--- src/cio_pkg.sv ---
package cio_pkg;
    // port count and widths
    localparam int CIO_NPORTS = 7;
    localparam int CIO_PW = 8;
    localparam int CIO_NPINS = CIO_NPORTS * CIO_PW;
    // index of the four-pin port and its active width
    localparam int CIO_NARROW_PORT = 3;
    localparam int CIO_NARROW_W = 4;
    // first port with a mode-control register (last three ports)
    localparam int CIO_MODE_FIRST = 4;
    // first data-capable port (last two ports)
    localparam int CIO_DATA_FIRST = 5;
    // avalon bus widths
    localparam int CIO_AW = 8;
    localparam int CIO_DW = 32;
    // register groups: byte address = group base + 4 * port index
    localparam logic [7:0] CIO_DIN_BASE = 8'h00;
    localparam logic [7:0] CIO_DOUT_BASE = 8'h20;
    localparam logic [7:0] CIO_DIR_BASE = 8'h40;
    localparam logic [7:0] CIO_MODE_BASE = 8'h60;
    localparam logic [7:0] CIO_MCELL_BASE = 8'h80;
    // reset value of every configuration register
    localparam logic [7:0] CIO_CFG_RESET = 8'h00;
    // answer on unmapped read
    localparam logic [31:0] CIO_UNMAPPED = 32'h0000_0000;
    // readback source select codes
    typedef enum logic [2:0] {
        CIO_SRC_NONE = 3'b000,
        CIO_SRC_DIN = 3'b001,
        CIO_SRC_DOUT = 3'b010,
        CIO_SRC_DIR = 3'b011,
        CIO_SRC_MODE = 3'b100,
        CIO_SRC_MCELL = 3'b101
    } cio_src_t;
endpackage

--- src/cio_readback.sv ---
`timescale 1ns/1ps
// encoded readback selector: at most one source drives the internal data bus
module cio_readback
    import cio_pkg::*;
(
    // source select
    input wire cio_pkg::cio_src_t sel,
    // candidate sources
    input wire logic [7:0] din,
    input wire logic [7:0] dout,
    input wire logic [7:0] dir,
    input wire logic [7:0] mode,
    input wire logic [7:0] mcell,
    // selected byte
    output logic [7:0] rdata
);
    // a mux stands in for the tri-state buffer; no internal z is used
    always_comb begin
        case (sel)
            CIO_SRC_DIN: rdata = din;
            CIO_SRC_DOUT: rdata = dout;
            CIO_SRC_DIR: rdata = dir;
            CIO_SRC_MODE: rdata = mode;
            CIO_SRC_MCELL: rdata = mcell;
            default: rdata = 8'h00;
        endcase
    end
endmodule

--- src/cio_port_block.sv ---
`timescale 1ns/1ps
// Functional notes
// - seven ports, eight pins, one port four
// - each pin configurable by image or host
// - output mux: data-out, latched address, logic array
// - readback buffer: one source at a time
// - host reads dout, macrocells, dir, mode, pins
// - array, data, address-in, reset modes fixed
// - an assigned pin serves one function only
// - data ports act as host data bus
// - mode bit zero selects microcontroller io
// - direction one output, zero input, anytime
// - output pin driven from data-out bit
// - input pin level readable by host
// - ports without mode register default to io
// - array mode feeds array inputs and outputs
// - upper address pins routed to arrays
// - address inputs optionally latched by strobe
// - memory decode inputs count as address
// - address out needs oe or dir+mode
// - configuration registers reset to zero
// - narrow port has four direction bits
module cio_port_block
    import cio_pkg::*;
#(
    parameter int NPINS = cio_pkg::CIO_NPINS
)(
    // clock and reset
    input wire logic clk,
    input wire logic reset,
    // avalon-mm slave
    input wire logic [cio_pkg::CIO_AW-1:0] avs_address,
    input wire logic avs_read,
    input wire logic avs_write,
    input wire logic [cio_pkg::CIO_DW-1:0] avs_writedata,
    input wire logic [3:0] avs_byteenable,
    output logic [cio_pkg::CIO_DW-1:0] avs_readdata,
    output logic avs_waitrequest,
    // programmed configuration image: four vectors with one bit per pin, then port-wide settings
    input wire logic [NPINS-1:0] cfg_array_io,
    input wire logic [NPINS-1:0] cfg_addr_in,
    input wire logic [NPINS-1:0] cfg_addr_latch,
    input wire logic [NPINS-1:0] cfg_addr_out_oe,
    input wire logic cfg_data_port,
    input wire logic cfg_reset_pattern,
    input wire logic [15:0] reset_pattern,
    input wire logic host_reset_active,
    input wire logic test_port_programming_mode,
    // host bus signals seen by the port logic
    input wire logic address_latch_strobe,
    input wire logic [15:0] latched_address,
    input wire logic [15:0] host_wdata,
    input wire logic host_data_drive,
    output logic [15:0] host_rdata,
    // general logic array
    input wire logic [NPINS-1:0] array_out,
    input wire logic [NPINS-1:0] array_oe,
    input wire logic [NPINS-1:0] mcell_q,
    output logic [NPINS-1:0] array_in,
    output logic [NPINS-1:0] addr_to_array,
    // pins
    input wire logic [NPINS-1:0] pin_i,
    output logic [NPINS-1:0] pin_o,
    output logic [NPINS-1:0] pin_oe
);
    // all state in one packed struct
    typedef struct packed {
        logic [NPINS-1:0] dout;
        logic [NPINS-1:0] dir;
        logic [NPINS-1:0] mode;
        logic [NPINS-1:0] sync1;
        logic [NPINS-1:0] sync2;
        logic [NPINS-1:0] addr_hold;
        logic strobe1;
        logic strobe2;
        logic strobe3; // third stage: compared with the second flop's copy to find the strobe edge
        logic ack;
        logic [7:0] rdata;
    } cio_state_t;

    cio_state_t state_reg; // registered state
    cio_state_t state_next; // next state
    cio_src_t rb_sel; // readback source
    logic [7:0] rb_byte; // readback byte
    logic [2:0] rb_port; // addressed port
    logic [2:0] rb_group; // addressed register group
    logic rb_hit; // address maps to a register
    logic [NPINS-1:0] dir_mask; // implemented direction bits
    logic [NPINS-1:0] mode_mask; // implemented mode bits
    logic [NPINS-1:0] data_mask; // pins of the data ports
    logic [NPINS-1:0] addr_out_en; // address-out selected
    logic [NPINS-1:0] addr_pin_val; // latched address per pin
    logic [NPINS-1:0] addr_live; // address input seen by arrays

    // byte of a pin vector for a port
    function automatic logic [7:0] port_byte(input logic [NPINS-1:0] v, input logic [2:0] p);
        port_byte = v[p*CIO_PW +: CIO_PW];
    endfunction

    // latched address bit for a pin: ports E and F carry a7-a0, G a15-a8
    function automatic logic addr_bit(input logic [15:0] a, input int pin);
        int port;
        int bitn;
        port = pin / CIO_PW;
        bitn = pin % CIO_PW;
        if (port == CIO_NPORTS - 1) begin
            addr_bit = a[bitn + 8];
        end else begin
            addr_bit = a[bitn];
        end
    endfunction

    // masks of implemented bits per port
    always_comb begin
        dir_mask = '1;
        mode_mask = '0;
        data_mask = '0;
        // the narrow port keeps only its low direction bits
        dir_mask[CIO_NARROW_PORT*CIO_PW + CIO_NARROW_W +: CIO_PW - CIO_NARROW_W] = '0;
        mode_mask[NPINS-1 : CIO_MODE_FIRST*CIO_PW] = '1;
        data_mask[NPINS-1 : CIO_DATA_FIRST*CIO_PW] = '1;
    end

    // address decode for the register groups
    always_comb begin
        rb_port = avs_address[4:2];
        rb_group = avs_address[7:5];
        rb_hit = (rb_port < 3'(CIO_NPORTS)) && (rb_group <= 3'(CIO_MCELL_BASE >> 5));
        case (rb_group)
            3'(CIO_DIN_BASE >> 5): rb_sel = CIO_SRC_DIN;
            3'(CIO_DOUT_BASE >> 5): rb_sel = CIO_SRC_DOUT;
            3'(CIO_DIR_BASE >> 5): rb_sel = CIO_SRC_DIR;
            3'(CIO_MODE_BASE >> 5): rb_sel = CIO_SRC_MODE;
            3'(CIO_MCELL_BASE >> 5): rb_sel = CIO_SRC_MCELL;
            default: rb_sel = CIO_SRC_NONE;
        endcase
        if (!rb_hit) begin
            rb_sel = CIO_SRC_NONE;
        end
    end

    // readback buffer, one source at a time
    cio_readback u_readback (
        .sel(rb_sel),
        .din(port_byte(state_reg.sync2, rb_port)),
        .dout(port_byte(state_reg.dout, rb_port)),
        .dir(port_byte(state_reg.dir & dir_mask, rb_port)),
        .mode(port_byte(state_reg.mode & mode_mask, rb_port)),
        .mcell(port_byte(mcell_q, rb_port)),
        .rdata(rb_byte)
    );

    // latched address values and address inputs
    always_comb begin
        for (int i = 0; i < NPINS; i++) begin
            addr_pin_val[i] = addr_bit(latched_address, i);
        end
        // latched or transparent address inputs to the arrays
        addr_live = (cfg_addr_latch & state_reg.addr_hold) |
            (~cfg_addr_latch & state_reg.sync2);
        addr_to_array = addr_live & cfg_addr_in;
        array_in = (state_reg.sync2 & cfg_array_io & ~cfg_addr_in) |
            addr_to_array;
    end

    // next-state logic: synchronisers, strobe capture, register writes
    always_comb begin
        state_next = state_reg;
        state_next.sync1 = pin_i;
        state_next.sync2 = state_reg.sync1;
        state_next.strobe1 = address_latch_strobe;
        state_next.strobe2 = state_reg.strobe1;
        state_next.strobe3 = state_reg.strobe2;
        // capture address pins on the falling edge of the synchronised strobe
        // the first flop may still be metastable, so the edge is seen one stage later
        if (!state_reg.strobe2 && state_reg.strobe3) begin
            state_next.addr_hold = state_reg.sync2;
        end
        // one wait state: answer on the cycle after the request
        state_next.ack = (avs_read || avs_write) && !state_reg.ack;
        state_next.rdata = rb_byte;
        // a write lands only at the edge where waitrequest is seen low,
        // so a request still in its wait state never touches the registers
        if (avs_write && state_reg.ack && rb_hit && avs_byteenable[0]) begin
            case (rb_sel)
                CIO_SRC_DOUT: state_next.dout[rb_port*CIO_PW +: CIO_PW] = avs_writedata[7:0];
                CIO_SRC_DIR: state_next.dir[rb_port*CIO_PW +: CIO_PW] = avs_writedata[7:0];
                CIO_SRC_MODE: state_next.mode[rb_port*CIO_PW +: CIO_PW] = avs_writedata[7:0];
                default: state_next = state_next;
            endcase
        end
        // fixed modes come only from the image, never from writes
        state_next.dir = state_next.dir & dir_mask;
        state_next.mode = state_next.mode & mode_mask;
    end

    // state register, cleared on reset
    always_ff @(posedge clk) begin
        if (reset) begin
            state_reg <= '0;
        end else begin
            state_reg <= state_next;
        end
    end

    // bus outputs: narrow data in low bits, the rest read as zero
    always_comb begin
        avs_waitrequest = (avs_read || avs_write) && !state_reg.ack;
        avs_readdata = {24'h00_0000, state_reg.rdata};
        if (!rb_hit) begin
            avs_readdata = CIO_UNMAPPED;
        end
    end

    // output multiplexer per pin, one owner per pin
    always_comb begin
        addr_out_en = (state_reg.mode & state_reg.dir & mode_mask) |
            (cfg_addr_out_oe & mode_mask);
        for (int i = 0; i < NPINS; i++) begin
            pin_o[i] = 1'b0;
            pin_oe[i] = 1'b0;
            if (data_mask[i] && cfg_reset_pattern && host_reset_active) begin
                // drive the strap pattern while the host is in reset
                // cast keeps the index inside the sixteen data pins
                pin_o[i] = reset_pattern[4'(i - CIO_DATA_FIRST*CIO_PW)];
                pin_oe[i] = 1'b1;
            end else if (data_mask[i] && cfg_data_port) begin
                pin_o[i] = host_wdata[4'(i - CIO_DATA_FIRST*CIO_PW)];
                pin_oe[i] = host_data_drive;
            end else if (i / CIO_PW == CIO_MODE_FIRST && test_port_programming_mode) begin
                pin_oe[i] = 1'b0; // pins belong to the test port
            end else if (cfg_addr_in[i]) begin
                pin_oe[i] = 1'b0;
            end else if (cfg_array_io[i]) begin
                pin_o[i] = array_out[i];
                pin_oe[i] = array_oe[i] | state_reg.dir[i];
            end else if (addr_out_en[i]) begin
                pin_o[i] = addr_pin_val[i];
                pin_oe[i] = 1'b1;
            end else begin
                pin_o[i] = state_reg.dout[i];
                pin_oe[i] = state_reg.dir[i] & dir_mask[i];
            end
        end
        for (int j = 0; j < 16; j++) begin
            host_rdata[j] = state_reg.sync2[CIO_DATA_FIRST*CIO_PW + j];
        end
    end

    // assertions
    AST_NARROW_DIR: assert property (@(posedge clk) disable iff (reset)
        state_reg.dir[CIO_NARROW_PORT*CIO_PW+7:CIO_NARROW_PORT*CIO_PW+4] == 4'h0)
        else $error("narrow port upper direction bits set");
    AST_NO_MODE_ABC: assert property (@(posedge clk) disable iff (reset)
        state_reg.mode[CIO_MODE_FIRST*CIO_PW-1:0] == '0)
        else $error("mode bits set on port without control");
    AST_RESET_CLEAR: assert property (@(posedge clk)
        $past(reset) |-> (state_reg.dir == '0 && state_reg.mode == '0 && state_reg.dout == '0))
        else $error("configuration not cleared by reset");
    AST_WAIT_ONE: assert property (@(posedge clk) disable iff (reset)
        (avs_read || avs_write) && !state_reg.ack |=> state_reg.ack)
        else $error("no answer one cycle after request");
    AST_DIR_WRITE: assert property (@(posedge clk) disable iff (reset)
        avs_write && !avs_waitrequest && rb_sel == CIO_SRC_DIR && avs_byteenable[0]
        && rb_port == 3'd0 |=> state_reg.dir[7:0] == $past(avs_writedata[7:0]))
        else $error("direction write lost");
    AST_IO_OUT: assert property (@(posedge clk) disable iff (reset)
        !cfg_array_io[0] && !cfg_addr_in[0] && state_reg.dir[0] |-> pin_oe[0]
        && pin_o[0] == state_reg.dout[0])
        else $error("output pin not driven by data-out");
    AST_IO_IN: assert property (@(posedge clk) disable iff (reset)
        !cfg_array_io[0] && !state_reg.dir[0] |-> !pin_oe[0])
        else $error("input pin driven");
    AST_ADDR_IN_QUIET: assert property (@(posedge clk) disable iff (reset)
        cfg_addr_in[8] |-> !pin_oe[8])
        else $error("address input pin driven");
    // a write still in its wait state must leave every register alone
    AST_WRITE_EDGE: assert property (@(posedge clk) disable iff (reset)
        avs_write && avs_waitrequest |=> $stable(state_reg.dout) && $stable(state_reg.dir)
        && $stable(state_reg.mode))
        else $error("write landed before waitrequest went low");
    AST_DOUT_WRITE: assert property (@(posedge clk) disable iff (reset)
        avs_write && !avs_waitrequest && rb_sel == CIO_SRC_DOUT && avs_byteenable[0]
        && rb_port == 3'd0 |=> state_reg.dout[7:0] == $past(avs_writedata[7:0]))
        else $error("data-out write lost");
    // the held address follows the pins seen when the synchronised strobe falls
    AST_ADDR_LATCH: assert property (@(posedge clk) disable iff (reset)
        !state_reg.strobe2 && state_reg.strobe3 |=> state_reg.addr_hold == $past(state_reg.sync2))
        else $error("address not captured on strobe fall");
    AST_DATA_DRIVE: assert property (@(posedge clk) disable iff (reset)
        cfg_data_port && !(cfg_reset_pattern && host_reset_active)
        |-> pin_oe[NPINS-1:CIO_DATA_FIRST*CIO_PW] == {16{host_data_drive}})
        else $error("data port drive does not follow the host");
    AST_TEST_PORT: assert property (@(posedge clk) disable iff (reset)
        test_port_programming_mode |-> pin_oe[CIO_MODE_FIRST*CIO_PW +: CIO_PW] == '0)
        else $error("test port pins driven");
    AST_UNMAPPED_READ: assert property (@(posedge clk) disable iff (reset)
        avs_read && !rb_hit |-> avs_readdata == CIO_UNMAPPED)
        else $error("unmapped read returned data");
    // address out on the first pin of the first controllable port
    AST_ADDR_OUT: assert property (@(posedge clk) disable iff (reset)
        addr_out_en[CIO_MODE_FIRST*CIO_PW] && !cfg_addr_in[CIO_MODE_FIRST*CIO_PW]
        && !cfg_array_io[CIO_MODE_FIRST*CIO_PW] && !test_port_programming_mode
        |-> pin_oe[CIO_MODE_FIRST*CIO_PW]
        && pin_o[CIO_MODE_FIRST*CIO_PW] == latched_address[0])
        else $error("address out pin not driven by latched address");
endmodule

--- config.mk ---
export PLATFORM = sky130hd
export DESIGN_NAME = cio_port_block
export DESIGN_NICKNAME = d
export VERILOG_FILES = /design/src/cio_pkg.sv /design/src/cio_readback.sv /design/src/cio_port_block.sv
export SDC_FILE = /design/constraint.sdc
export NUM_CORES = 1
export LEC_CHECK = 0
export BUFFER_PORTS_ARGS = -buffer_cell sky130_fd_sc_hd__buf_2
export CORE_AREA = 3 3 322 324
export CTS_CLUSTER_DIAMETER = 80
export DETAILED_ROUTE_END_ITERATION = 10
export DIE_AREA = 0 0 325 327
export PLACE_DENSITY = 0.42
export SYNTH_ARGS = -nofsm -noshare
export SYNTH_HDL_FRONTEND = slang
export SYNTH_SLANG_ARGS = --single-unit
--- constraint.sdc ---
create_clock -name clk -period 2.7 [get_ports clk]
set_input_delay 0.135 -clock clk [delete_from_list [all_inputs] [get_ports clk]]
set_output_delay 0.135 -clock clk [all_outputs]
set_load 0.1 [all_outputs]
## After elaboration in Yosys (flattened, before gate mapping)

Cells that the tools add are included.

- Add/subtract/negate cells: 1
- Order comparisons: 2
- Equal/unequal tests: 9
- Shifts and indexed selects: 7
- Muxes and demuxes: 424
- Bitwise logic cells: 67
- Reductions and logical operators: 14

Operators with widths:

| cell | count |
|---|---|
| two-way mux 1 bit | 416 |
| bitwise AND 56 bit | 6 |
| indexed part select 56 x 7 -> 8 bit | 5 |
| bitwise mux 56 bit | 3 |
| bitwise OR 56 bit | 3 |
| NOT 56 bit | 2 |
| two-way mux 56 bit | 1 |
| bitwise OR 1 bit | 56 |
| variable shift 8 x 34 -> 56 bit, first input constant | 1 |
| indexed part select 8 x 34 -> 56 bit | 1 |
| one-hot mux 8 bit (5 select lines) | 1 |
| negation 6 -> 34 bit | 1 |
| one-hot mux 3 bit (5 select lines) | 1 |
| == test 3 x 2 -> 1 bit, second input constant | 4 |
| == test 3 bit, second input constant | 3 |
| two-way mux 8 bit | 1 |
| logical AND 1 bit | 7 |
| == test 3 x 1 -> 1 bit, second input constant | 2 |
| AND reduction 2 bit | 3 |
| less-or-equal comparator 3 bit, second input constant | 1 |
| zero test 3 bit | 1 |
| < comparator 3 bit, second input constant | 1 |
| two-way mux 3 bit | 1 |
| zero test 1 bit | 2 |
| logical OR 1 bit | 1 |

- Bits in registers: 348
- Output and inout port bits: 273
- Logic and storage cells: 537

## Depth between registers and ports, before layout

- Word-level depth: 7
- Mapped depth: 10

## Hierarchy

A second synthesis with hierarchy kept.

- Cells, all modules: 1906
- Area total of the unflattened synthesis: 16869.9 um^2

By module, submodules not included:

| module | times used | cells an instance | area an instance (um^2) |
|---|---|---|---|
| cio_port_block | 1 | 1857 | 16465.8 |
| cio_readback | 1 | 49 | 404.1 |

## Worst setup path after synthesis

No wires, ideal clock.

- Kind: reg2out
- Start: register state_reg[282] (netlist bit)
- End: output port pin_o[46]
- Arrival: 2.891 ns
- Required time: 2.565 ns
- Slack: -0.326 ns
- Stages on the path, launching flop included: 6
- Path buffers: 0
- Cell sequence: dfxtp_1 > a21oi_1 > mux2i_1 > o21ai_0 > a22oi_1 > o21ai_0

- Word-level cells in the longest chain between the ends: 7

Ends and longest elaborated chain:

| item | line | text |
|---|---|---|
| start: declaration | cio_port_block.sv:81 | `cio_state_t state_reg;` |
| start signal: assignment | cio_port_block.sv:202 | `state_reg <= state_next;` |
| bitwise AND 56 bit | cio_port_block.sv:217 | `addr_out_en = (state_reg.mode & state_reg.dir & mode_mask) \|` |
| bitwise OR 56 bit | cio_port_block.sv:217 |  |
| two-way mux 1 bit | cio_port_block.sv:237 | `end else if (addr_out_en[i]) begin` |
| two-way mux 1 bit | cio_port_block.sv:234 | `end else if (cfg_array_io[i]) begin` |
| two-way mux 1 bit | cio_port_block.sv:232 | `end else if (cfg_addr_in[i]) begin` |
| two-way mux 1 bit | cio_port_block.sv:227 | `end else if (data_mask[i] && cfg_data_port) begin` |
| two-way mux 1 bit | cio_port_block.sv:222 | `if (data_mask[i] && cfg_reset_pattern && host_reset_active) begin` |
| end: declaration | cio_port_block.sv:63 | `output logic [NPINS-1:0] pin_o,` |

Every way passes these cells.

## Final worst setup path

- Start: register state_reg[277] (netlist bit)
- End: output port pin_o[41]

Same word-level chain as after synthesis.

==> run summary <==
# Max-Cap Violations: 0
#FFs+latches synth: 312
DRC: 0
vias in the first global route: 17,300
Pins Over Slew Limit: 0
period utilization: 89.3%
Gate Count Post-Synth: 2,043
filler cell count: 11,400
most common cell in the synthesized netlist: dfxtp_1
Root Buffer: clkbuf_16
hold slack: 0.0613 ns
GPL Wtd Cong: 0.890
GRT overflow: 0
pin count of the biggest net entering global routing: 194
I/O Buffers: 721
ratio of cells with drive above 1 in the final layout: 34.4%
nets: 3,373
Chip Width: 325 µm
synthesized area: 16,600 µm²
Async SR Flop Fraction: 0%
Wirelength per Cell: 22.9 µm
CTS tree: done
status: completed
synth cell count leaders: 312 x dfxtp_1, 296 x nor2_1, 217 x mux2i_1, 201 x a21oi_1, 194 x nand2_1
Area Growth Syn to Fin: 45.3%
top_reg_cell synth: dfxtp_1
Hold Fails Final Rpt: 0
kind of critical path: reg2out
height of the chip: 327 µm
IO Count: 823
Worst Setup End Kind: output pin
Setup crit start kind: flop
clock tree buffer depth: 3
CTS Buf Count: 46
Post-DP HPWL: 79,200 µm
Warnings, synthesis: 0
Slew @ Worst Pin: 1.04 ns
Max Fclk: 415 MHz
DP Cell Count: 4,074
max reg flops: 296
number of antenna violations at the first check in global routing: 37
Rows: 117
vias per std cell: 4.18
Arrival @ worst endpoint: 2.28 ns
htree depth: 2
largest area contributor in the netlist: dfxtp_1
core footprint: 101,000 µm²
gr usage total: 17.5%
# setup viols final: 0
static leakage: 10.8 nW
starting density of the core: 16.3%
Worst-Skew Late Latency: 0.59 ns
Reg clk slew, reported paths: 0.06 ns
RSZ-0062 raised after global routing: false
sequential area share after synthesis: 37.7%
count of non-filler cells in the finished layout: 4,235
final setup TNS: 0 ns
top cells by area, synth: dfxtp_1 38%, mux2i_1 13%, nor2_1 6.7%
Clock Skew: 0.0140 ns
die area: 106,000 µm²
Final min period: 2.41 ns
worst-path fanout max: 2
top-area cell type share of the netlist area: 37.7%
power per standard cell area: 588 nW/µm²
DR vias: 17,700
final WL: 97,100 µm
Pre-Repair DR Iteration Count: 5
DRT antenna net count: 0
Relative slew margins: 30.5%
EDFF count, synth: 0
CTS sink cnt: 312
Synth cell types: 60
Req. time, crit path: 2.57 ns
first-pass GRT wire length: 133,000 µm
class of the worst hold path: in2reg
Max rail drop VDD: 0.355 mV
Avg Inst Size Synth: 8.11 µm²
DR iter-0 viols: 895
## logic make-up after synthesis
family                   synth area share [%]
adder cells (fa/ha/maj)                 0.378
other                                  0.0226
multiplexers                             14.8
AO/OA/AOI/OAI                            17.5
AND/OR/NAND/NOR                          22.9
flip-flops                               37.7
buffers and inverters                    6.61
## layer usage
layer / wire, µm / vias to the layer above / global-route usage, %
li1: - / 8621 / -
met1: 40200 / 8369 / 20.7
met2: 48900 / 587 / 31.7
met3: 6490 / 94 / 4.67
met4: 1450 / 16 / 3.14
met5: 103 / - / 0
## report_power, final
part	leakage, nW	internal (mW)	switching, mW
clock network	0.773	3.80	2.46
logic	7.48	0.800	2.30
registers	2.54	4.70	0.0841
## placed cells by master, fill, tap and decap left out, types with 9 or more instances in the layout
master and count:
a21oi_1 200, buf_2 718, a22oi_1 25, o21ai_1 23, nor3_1 30, a31o_2 56
clkbuf_16 47, o21ai_0 46, mux2i_1 217, buf_4 65, o221ai_1 25, nor2b_1 143
nor3_2 14, o22ai_1 17, nand2_1 194, mux2_2 16, inv_1 86, nor2_1 295
and2_1 22, dlygate4sd3_1 64, a211oi_1 29, and3_1 15, dfxtp_1 312, mux2_1 9
nand3_1 26, diode_2 13, conb_1 24
## worst paths after layout
path	startpoint	end	slack (ns)	cells after the start
min reg2reg	state_reg[170]$_SDFF_PP0_	host_rdata[6]$_SDFF_PP0_	0.43	1
max reg2reg	host_rdata[8]$_SDFF_PP0_	state_reg[0]$_SDFF_PP0_	0.51	5
max	state_reg[277]$_SDFFE_PP0P_	pin_o[41]	0.29	6
min	avs_writedata[5]	state_reg[273]$_SDFFE_PP0P_	0.06	3
## through the flow
stage                     total power, mW  area [µm²]  setup slack [ns]  utilization [%]
final                                14.1       24100             0.289             23.7
after global routing                 14.7       24000            0.0685             23.7
after CTS                            14.4       24000             0.152             23.7
after detailed placement             7.94       21800            -0.254             21.5
after global placement               7.93       21800            -0.299             21.5
after floorplan                      6.88       16700            -0.207                -
## worst max-delay path, stage by stage (launching register included)
cell and delay (ns):
dfxtp_1 0.34, a21oi_1 0.18, mux2i_1 0.34, o21ai_0 0.12, a22oi_1 0.31, o21ai_1 0.09
buf_2 0.30
## cell type report
type,count,area (µm²),share of cell area (%)
Multi-Input combinational cell,1521,9400,39.1
Sequential cell,312,6250,26.0
Timing Repair Buffer,850,4780,19.9
Tap cell,1368,1710,7.11
Clock buffer,61,1300,5.40
Inverter,87,327,1.36
Clock inverter,23,268,1.11
Antenna cell,13,32.5,0.135
## what timing repair did
action / CTS / global route
resized for setup: 0 / 0
hold buffers: 64 / 0
hold endpoints to repair: 73 / 0
setup endpoints to repair: 0 / 0
setup buffers: 0 / 0
Power figures use the tool's default switching activity.
